## config.mk

```make
export PLATFORM = sky130hd
export DESIGN_NAME = alarm_setpoints
export DESIGN_NICKNAME = d
export VERILOG_FILES = /design/src/rtl/rtc_alarm_pkg.sv /design/src/rtl/setpoint_match.sv /design/src/rtl/alarm_setpoints.sv
export SDC_FILE = /design/constraint.sdc
export NUM_CORES = 1
export LEC_CHECK = 0
export BUFFER_PORTS_ARGS = -buffer_cell sky130_fd_sc_hd__buf_2
export CORE_UTILIZATION = 49
export CTS_CLUSTER_DIAMETER = 60
export DETAILED_ROUTE_END_ITERATION = 7
export GPL_ROUTABILITY_DRIVEN = 0
export PLACE_DENSITY_LB_ADDON = 0.08
export SYNTH_ARGS = -nofsm -noshare
export SYNTH_HDL_FRONTEND = slang
export SYNTH_SLANG_ARGS = --single-unit
```

## constraint.sdc

```tcl
create_clock -name aclk -period 3.9 [get_ports aclk]
set_clock_uncertainty 0.2 [all_clocks]
set_input_delay 0.195 -clock aclk [delete_from_list [all_inputs] [get_ports aclk]]
set_output_delay 0.195 -clock aclk [all_outputs]
set_load 0.05 [all_outputs]
```

## src/rtl/rtc_alarm_pkg.sv

```systemverilog
// Purpose: Constants and carriers for the alarm hour and weekday set points
// Assumes: 32-bit AXI4-Lite register access, one clock
// Notes: Printed offsets are register indexes; byte address is index * 4
//
// Behaviour
// - In BCD mode bits 7:4 of the alarm hour hold the tens digit, 0 to 2.
// - In BCD mode bits 3:0 of the alarm hour hold the ones digit, 0 to 9.
// - In binary mode all eight alarm hour bits are one value, 0x00 to 0x17.
// - The alarm hour keeps its value through reset and is always read/write.
// - The upper nibble of the alarm weekday is read-only and reads zero.
// - The weekday nibble is written only while unlocked and survives reset.
// - The BCD select bit picks BCD for counts and set points, else binary.
// - The weekday value sits in the low nibble, 1 to 7, upper nibble zero.
// - Unlock bit zero means locked and counting; one means writable, stopped.
// - The hour comparison joins the alarm only when enable bit 2 is set.
package rtc_alarm_pkg;

    // ==========================================================
    // Register indexes
    localparam logic [7:0] IDX_ALARM_HOUR = 8'hEA;
    localparam logic [7:0] IDX_ALARM_WEEKDAY = 8'hEB;
    localparam logic [7:0] IDX_ALARM_CTRL = 8'hEC;
    localparam logic [7:0] IDX_CLOCK_CTRL = 8'hED;

    // ==========================================================
    // Field positions
    localparam int HOUR_ALARM_ENABLE_BIT = 2;
    localparam int WEEKDAY_ALARM_ENABLE_BIT = 3;
    localparam int CLOCK_UNLOCK_BIT = 0;
    localparam int BCD_SELECT_BIT = 5;

    // ==========================================================
    // Values after reset, legal limits and response codes
    localparam logic [3:0] ALARM_CTRL_RESET = 4'h0;
    localparam logic UNLOCK_RESET = 1'b0;
    localparam logic [3:0] HOUR_TENS_MAX = 4'h2;
    localparam logic [3:0] DIGIT_MAX = 4'h9;
    localparam logic [7:0] HOUR_BIN_MAX = 8'h17;
    localparam logic [3:0] WEEKDAY_MIN = 4'h1;
    localparam logic [3:0] WEEKDAY_MAX = 4'h7;
    localparam logic [1:0] RESP_OKAY = 2'h0;
    localparam logic [1:0] RESP_SLVERR = 2'h2;

    typedef struct packed {
        logic [7:0] hour;
        logic [3:0] weekday;
    } setpoints_t;

    typedef struct packed {
        logic hour_enable;
        logic weekday_enable;
    } alarm_enables_t;

endpackage

```

## src/rtl/setpoint_match.sv

```systemverilog
// Purpose: Compares the alarm set points with the current clock counts
// Assumes: Counts arrive from logic on the same clock
// Notes: Disabled fields count as matched so the alarm can AND all fields
`timescale 1ns/10ps
module setpoint_match
(
    input wire logic aclk,
    input wire logic aresetn,
    input wire rtc_alarm_pkg::setpoints_t setpoints,
    input wire rtc_alarm_pkg::setpoints_t counts,
    input wire rtc_alarm_pkg::alarm_enables_t enables,
    output logic hour_match,
    output logic weekday_match
);
    // ==========================================================
    // Registered compare
    // Raw compare: counts and set points share one encoding
    always_ff @(posedge aclk)
    begin
        if (!aresetn)
        begin
            hour_match <= 1'b0;
            weekday_match <= 1'b0;
        end
        else
        begin
            hour_match <= !enables.hour_enable
                || (setpoints.hour == counts.hour);
            weekday_match <= !enables.weekday_enable
                || (setpoints.weekday == counts.weekday);
        end
    end
endmodule

```

## src/rtl/alarm_setpoints.sv

```systemverilog
// Purpose: AXI4-Lite register block for alarm hour and weekday set points
// Assumes: Clock counts come from the clock counter on the same clock
// Notes: Set point storage has no reset; it holds whatever was last written
//
// Chosen here: the AXI4-Lite register port.
`timescale 1ns/10ps
module alarm_setpoints
#(
    parameter int ADDR_W = 12
)
(
    input wire logic aclk,
    input wire logic aresetn,
    input wire logic [ADDR_W-1:0] s_axi_awaddr,
    input wire logic s_axi_awvalid,
    output logic s_axi_awready,
    input wire logic [31:0] s_axi_wdata,
    input wire logic [3:0] s_axi_wstrb,
    input wire logic s_axi_wvalid,
    output logic s_axi_wready,
    output logic [1:0] s_axi_bresp,
    output logic s_axi_bvalid,
    input wire logic s_axi_bready,
    input wire logic [ADDR_W-1:0] s_axi_araddr,
    input wire logic s_axi_arvalid,
    output logic s_axi_arready,
    output logic [31:0] s_axi_rdata,
    output logic [1:0] s_axi_rresp,
    output logic s_axi_rvalid,
    input wire logic s_axi_rready,
    input wire rtc_alarm_pkg::setpoints_t clock_counts,
    output logic bcd_select,
    output logic counter_run,
    output logic hour_match,
    output logic weekday_match,
    output logic hour_setpoint_legal,
    output logic weekday_setpoint_legal
);
    // ==========================================================
    // Parameter check
    if (ADDR_W < 10 || ADDR_W > 32)
    begin : g_bad_addr
        $error("ADDR_W must be 10 to 32");
    end

    // ==========================================================
    // Helpers
    function automatic logic hour_ok(input logic [7:0] h, input logic bcd);
        if (bcd)
            hour_ok = (h[7:4] <= rtc_alarm_pkg::HOUR_TENS_MAX)
                && (h[3:0] <= rtc_alarm_pkg::DIGIT_MAX)
                && (h <= 8'h23);
        else
            hour_ok = h <= rtc_alarm_pkg::HOUR_BIN_MAX;
    endfunction

    function automatic logic [1:0] decode(input logic [ADDR_W-1:0] a);
        // Returns 0..3 for the four registers; unmapped is flagged apart
        decode = a[3:2] - rtc_alarm_pkg::IDX_ALARM_HOUR[1:0];
    endfunction

    function automatic logic mapped(input logic [ADDR_W-1:0] a);
        mapped = int'(a[ADDR_W-1:2]) >= int'(rtc_alarm_pkg::IDX_ALARM_HOUR)
            && int'(a[ADDR_W-1:2]) <= int'(rtc_alarm_pkg::IDX_CLOCK_CTRL);
    endfunction

    // ==========================================================
    // State
    rtc_alarm_pkg::setpoints_t setpoints_ff;
    rtc_alarm_pkg::alarm_enables_t enables_ff;
    logic bcd_ff;
    logic unlock_ff;
    logic aw_held_ff;
    logic w_held_ff;
    logic [ADDR_W-1:0] awaddr_ff;
    logic [31:0] wdata_ff;
    logic [3:0] wstrb_ff;
    logic wr_fire;
    logic [1:0] wr_sel;
    logic wr_lane0;
    logic [1:0] loaded_ff; // Set once written; checks skip the unknown start

    assign s_axi_awready = !aw_held_ff && !s_axi_bvalid;
    assign s_axi_wready = !w_held_ff && !s_axi_bvalid;
    assign s_axi_arready = !s_axi_rvalid;
    assign wr_fire = aresetn && aw_held_ff && w_held_ff && !s_axi_bvalid;
    assign wr_sel = decode(awaddr_ff);
    assign wr_lane0 = wr_fire && mapped(awaddr_ff) && wstrb_ff[0];

    // ==========================================================
    // Write channel capture, either order
    always_ff @(posedge aclk)
    begin
        if (!aresetn)
        begin
            aw_held_ff <= 1'b0;
            w_held_ff <= 1'b0;
            awaddr_ff <= '0;
            wdata_ff <= '0;
            wstrb_ff <= '0;
        end
        else
        begin
            if (s_axi_awvalid && s_axi_awready)
            begin
                aw_held_ff <= 1'b1;
                awaddr_ff <= s_axi_awaddr;
            end
            else if (wr_fire)
                aw_held_ff <= 1'b0;
            if (s_axi_wvalid && s_axi_wready)
            begin
                w_held_ff <= 1'b1;
                wdata_ff <= s_axi_wdata;
                wstrb_ff <= s_axi_wstrb;
            end
            else if (wr_fire)
                w_held_ff <= 1'b0;
        end
    end

    // ==========================================================
    // Write response
    always_ff @(posedge aclk)
    begin
        if (!aresetn)
        begin
            s_axi_bvalid <= 1'b0;
            s_axi_bresp <= rtc_alarm_pkg::RESP_OKAY;
        end
        else if (wr_fire)
        begin
            s_axi_bvalid <= 1'b1;
            s_axi_bresp <= mapped(awaddr_ff) ? rtc_alarm_pkg::RESP_OKAY
                : rtc_alarm_pkg::RESP_SLVERR;
        end
        else if (s_axi_bready)
            s_axi_bvalid <= 1'b0;
    end

    // ==========================================================
    // Set points: no reset so software values survive it
    always_ff @(posedge aclk)
    begin
        if (wr_lane0 && wr_sel == 2'd0)
            setpoints_ff.hour <= wdata_ff[7:0];
        if (wr_lane0 && wr_sel == 2'd1 && unlock_ff)
            setpoints_ff.weekday <= wdata_ff[3:0];
        if (wr_lane0 && wr_sel == 2'd0)
            loaded_ff[0] <= 1'b1;
        if (wr_lane0 && wr_sel == 2'd1 && unlock_ff)
            loaded_ff[1] <= 1'b1;
    end

    // Select bit keeps its value through reset, like the set points
    always_ff @(posedge aclk)
    begin
        if (wr_lane0 && wr_sel == 2'd3)
            bcd_ff <= wdata_ff[rtc_alarm_pkg::BCD_SELECT_BIT];
    end

    always_ff @(posedge aclk)
    begin
        if (!aresetn)
        begin
            enables_ff <= rtc_alarm_pkg::ALARM_CTRL_RESET[3:2];
            unlock_ff <= rtc_alarm_pkg::UNLOCK_RESET;
        end
        else if (wr_lane0)
        begin
            if (wr_sel == 2'd2)
            begin
                enables_ff.hour_enable <=
                    wdata_ff[rtc_alarm_pkg::HOUR_ALARM_ENABLE_BIT];
                enables_ff.weekday_enable <=
                    wdata_ff[rtc_alarm_pkg::WEEKDAY_ALARM_ENABLE_BIT];
            end
            if (wr_sel == 2'd3)
                unlock_ff <= wdata_ff[rtc_alarm_pkg::CLOCK_UNLOCK_BIT];
        end
    end

    // ==========================================================
    // Read channel
    logic [1:0] rd_sel;
    logic [7:0] rd_byte;
    assign rd_sel = decode(s_axi_araddr);

    always_comb
    begin
        unique case (rd_sel)
            2'd0: rd_byte = setpoints_ff.hour;
            2'd1: rd_byte = {4'h0, setpoints_ff.weekday};
            2'd2: rd_byte = {4'h0, enables_ff.weekday_enable,
                             enables_ff.hour_enable, 2'b00};
            2'd3: rd_byte = {2'b00, bcd_ff, 4'h0, unlock_ff};
        endcase
    end

    always_ff @(posedge aclk)
    begin
        if (!aresetn)
        begin
            s_axi_rvalid <= 1'b0;
            s_axi_rdata <= '0;
            s_axi_rresp <= rtc_alarm_pkg::RESP_OKAY;
        end
        else if (s_axi_arvalid && s_axi_arready)
        begin
            s_axi_rvalid <= 1'b1;
            s_axi_rdata <= mapped(s_axi_araddr) ? {24'h0, rd_byte} : '0;
            s_axi_rresp <= mapped(s_axi_araddr) ? rtc_alarm_pkg::RESP_OKAY
                : rtc_alarm_pkg::RESP_SLVERR;
        end
        else if (s_axi_rready)
            s_axi_rvalid <= 1'b0;
    end

    // ==========================================================
    // Outputs
    assign bcd_select = bcd_ff;
    assign counter_run = !unlock_ff;
    assign hour_setpoint_legal = hour_ok(setpoints_ff.hour, bcd_ff);
    assign weekday_setpoint_legal =
        (setpoints_ff.weekday >= rtc_alarm_pkg::WEEKDAY_MIN)
        && (setpoints_ff.weekday <= rtc_alarm_pkg::WEEKDAY_MAX);

    setpoint_match u_match
    (
        .aclk(aclk),
        .aresetn(aresetn),
        .setpoints(setpoints_ff),
        .counts(clock_counts),
        .enables(enables_ff),
        .hour_match(hour_match),
        .weekday_match(weekday_match)
    );
endmodule

```

==> impl_summary.md <==
Outcome
The run finished with clean final reports.

Worst hold path
The worst hold path belongs to the class in -> reg.

Worst setup path
The kind of end point of the critical path is a flip-flop. The worst setup path is of the reg -> reg kind. STA puts the critical path data required time at about 3.6 ns. The worst setup path is launched from a flip-flop.

The largest fanout on the critical path is 4. The arrival time at the worst endpoint is roughly 2.2 ns.

Clock network
The maximum clock insertion buffer count is 2. The CTS tree is done. The source-to-sink clock delay at the later pin of the worst-skew pair is around 0.30 ns. The buffer count from post-CTS setup fixing is 0. The number of levels in the clock H-tree is 2. The number of sinks handled by clock tree synthesis is 51. After clock tree synthesis, the clock-pin slew on the worst setup and hold paths is 0.08 ns. The count of cells resized by post-cts repair is 0. The CTS root buffer is sky130_fd_sc_hd__clkbuf_8. The number of buffers added by the clock tree synthesis step is 5.

STA
For the pin with the worst max-slew slack, the measured transition is just under 0.8 ns. The number of pins exceeding their max-slew limit in the final report is 0. The clock period minus final worst setup slack is about 2.4 ns. The relative slew slack is 0.479.

Setup violations remaining at the end of the flow were counted as 0. The ratio of final minimum period to clock period is 0.622. Derived from the worst setup path, the maximum achievable clock frequency is roughly 0.4 GHz. Setup repair after global routing left no endpoint under its margin.

The worst path meets setup with between 1 and 1.5 ns of slack. In the final timing run, aggregate negative setup slack is 0 ns. The total count of hold-check failures in the final report is 0.

Floorplan
The number of core rows is 25. The floorplan step defined a die boundary enclosing between 5000 and 6000 um2. During I/O placement, the number of pins put on the boundary was roughly 130. The floorplan step set the die width to around 72 um.

The vertical die dimension is 72.3 um. For this configuration, the core starts out at a cell density of 0.513. The core area is between 4000 and 5000 um2.

Placement
After legalization and detailed placement, the total HPWL measured 3360 um. The worst setup slack after placement is roughly 1.5 ns. In this run the tool buffered the top-level ports with 68 buffer cells. In this run the cell area measured after placement is 2710 um2.

Drt
After detailed routing, the average wire length per cell comes to approximately 12 um. The detail route stage leaves a number of antenna-violating nets equal to 0. For this block, the via count after detailed routing is between 1,500 and 2,000. In the routed layout, each cell is associated on average with a via count of about 4.6. The number of detailed-routing iterations run before antenna repair is 4. The number of design-rule violations left by the first detailed-router iteration is between 40 and 50. For this block, the routed nets add up to around 4700 um of wire.

The count of unresolved DRC violations after routing is 0.

Synth
In this run the mean area of a mapped cell was 9.61 um2. In the synthesized netlist, the number of instances is 252. After synthesis the netlist holds a flip-flop and latch count of 51.

During synthesis, Yosys emitted a total of 0 warnings. After synthesis the cells add up to between 2000 and 2500 um2. The register area share after synthesis is 0.475. The number of distinct library cells after synthesis is 36.

Pwr
After layout, the design draws a total of roughly 1.1 mW. For this design the ratio of total power to cell area is around 360 nW/um2. The leakage power figure is 1.29 nW.

The maximum ir drop on the vdd rail is between 0.2 and 0.25 mV.

GRT
The first global-routing pass estimated roughly 7500 um of wire. The pin count of the biggest net entering global routing is 41. The total grt overflow is 0. In the global route stage, overall resource usage came out at 0.189. The via count of the first global-routing pass is around 1,600.

The initial antenna violation count was 0.

Flow run
Across the run, the number of max-cap violations was 0.

Layout
The antenna diode count is 0. In the final design database the tool counted ~420 nets. The area added between synthesis and finish is 24.8%.

In the final layout, the share of cells above drive strength 1 is 0.235. The utilization after layout is 0.639. Summing all non-filler instances in the final layout gives an area of ~3000 um2.
## metal layers
| layer | GRT usage | up-vias | part of all wire |
|---|---|---|---|
| met4 | 0.0784 | 0 | 0.016 |
| li1 | - | 983 | - |
| met5 | 0 | - | 0 |
| met1 | 0.249 | 829 | 0.48 |
| met3 | 0.0458 | 6 | 0.043 |
| met2 | 0.297 | 58 | 0.46 |
## kinds of logic after synthesis
kind of cell | after synthesis | synth area share
buf+inv | 43 | 0.109
mux | 7 | 0.0300
simple gates | 91 | 0.199
compound gates | 45 | 0.134
xor+xnor | 14 | 0.0506
other cells | 1 | 0.00155
flops | 51 | 0.475
## what timing repair did
| item | in CTS | in global routing |
|---|---|---|
| hold buffers | 22 | 0 |
| endpoints found under the setup margin | 0 | 0 |
| endpoints found under the hold margin | 21 | 0 |
## sequential cells by signal (all words and copies together), names as in the netlist, 2 cells and up
| signal | count |
|---|---|
| s_axi_rdata | 8 |
| enables_ff | 2 |
| awaddr_ff | 10 |
| wdata_ff | 8 |
| setpoints_ff | 12 |
## synth_stat cells
cell type                  count  share of area
sky130_fd_sc_hd__a21boi_0     22          0.068
sky130_fd_sc_hd__a21oi_1       1         0.0021
sky130_fd_sc_hd__a22o_1        2         0.0072
sky130_fd_sc_hd__a22oi_1       4          0.012
sky130_fd_sc_hd__a32oi_1       5          0.018
sky130_fd_sc_hd__and2_1        3         0.0078
sky130_fd_sc_hd__and3_1        1         0.0026
sky130_fd_sc_hd__and3b_1       1         0.0036
sky130_fd_sc_hd__and4b_1       2         0.0083
sky130_fd_sc_hd__buf_2         1         0.0021
sky130_fd_sc_hd__buf_4        27          0.084
sky130_fd_sc_hd__clkbuf_1      8          0.012
sky130_fd_sc_hd__conb_1        1         0.0015
sky130_fd_sc_hd__dfxtp_1      38           0.31
sky130_fd_sc_hd__edfxtp_1     13           0.16
sky130_fd_sc_hd__inv_1         7          0.011
sky130_fd_sc_hd__mux2_2        2         0.0093
sky130_fd_sc_hd__mux2i_1       5          0.021
sky130_fd_sc_hd__nand2_1      44          0.068
sky130_fd_sc_hd__nand2b_1      1         0.0026
sky130_fd_sc_hd__nand3_1       3         0.0062
sky130_fd_sc_hd__nand4_1       6          0.016
sky130_fd_sc_hd__nand4b_1      1         0.0036
sky130_fd_sc_hd__nor2_1        5         0.0078
sky130_fd_sc_hd__nor2b_1      15          0.039
sky130_fd_sc_hd__nor3_1        3         0.0062
sky130_fd_sc_hd__nor4_1        2         0.0052
sky130_fd_sc_hd__nor4_4        1         0.0088
sky130_fd_sc_hd__nor4bb_1      2         0.0083
sky130_fd_sc_hd__o211a_1       1         0.0041
sky130_fd_sc_hd__o21a_1        1         0.0031
sky130_fd_sc_hd__o21ai_0       8          0.017
sky130_fd_sc_hd__o22ai_1       1         0.0026
sky130_fd_sc_hd__or4b_4        1         0.0057
sky130_fd_sc_hd__xnor2_1      13          0.047
sky130_fd_sc_hd__xor2_1        1         0.0036
## worst max-delay path: stages (launching register included)
cell and delay (ns):
sky130_fd_sc_hd__dfxtp_1 0.32, sky130_fd_sc_hd__nor4bb_1 0.61, sky130_fd_sc_hd__nand2_1 0.20, sky130_fd_sc_hd__nor4_1 0.73
## through the flow
| step | std cells | hold slack, ns |
|---|---|---|
| 2_1_floorplan | 277 | 0.133 |
| 3_3_place_gp | 377 | 0.215 |
| 3_5_place_dp | 377 | 0.221 |
| 4_1_cts | 407 | 0.00719 |
| 5_1_grt | 407 | 0.0148 |
| 6_report | 407 | 0.00691 |
## cells in the final DEF, fill, tap and decap left out, drive strengths merged, types with 5 or more instances in the layout
master	instances
mux2i	5
dlygate4sd3	22
conb	26
edfxtp	13
nand2	44
a32oi	5
o21ai	8
clkbuf	7
xnor2	13
nor2b	15
dfxtp	38
nand4	6
nor2	5
buf	69
inv	7
a21boi	22
## where the power goes
group | internal [mW] | total [mW] | switching, mW
combinational | 0.0638 | 0.196 | 0.132
clock | 0.143 | 0.305 | 0.162
sequential | 0.561 | 0.575 | 0.0146
## worst paths after layout
path         slack, ns  cells after the start                       from                               end
max reg2reg       1.47                      3  awaddr_ff[8]$_SDFFE_PN0P_         setpoints_ff[2]$_DFFE_PP_
min              0.007                      4            clock_counts[1]  u_match.weekday_match$_SDFF_PN0_
max               1.47                      3  awaddr_ff[8]$_SDFFE_PN0P_         setpoints_ff[2]$_DFFE_PP_
min reg2reg       0.24                      0   wdata_ff[4]$_SDFFE_PN0P_         setpoints_ff[8]$_DFFE_PP_
## cell type report
class	instances	area, um2
fill	437	1700
sequential	51	1150
multi-input combinational	183	1100
timing repair buffer	91	568
clock buffer	7	86.3
tap	67	83.8
inverter	7	26.3
clock inverter	1	5.00
Note: power is estimated with default switching activity, not from simulation.
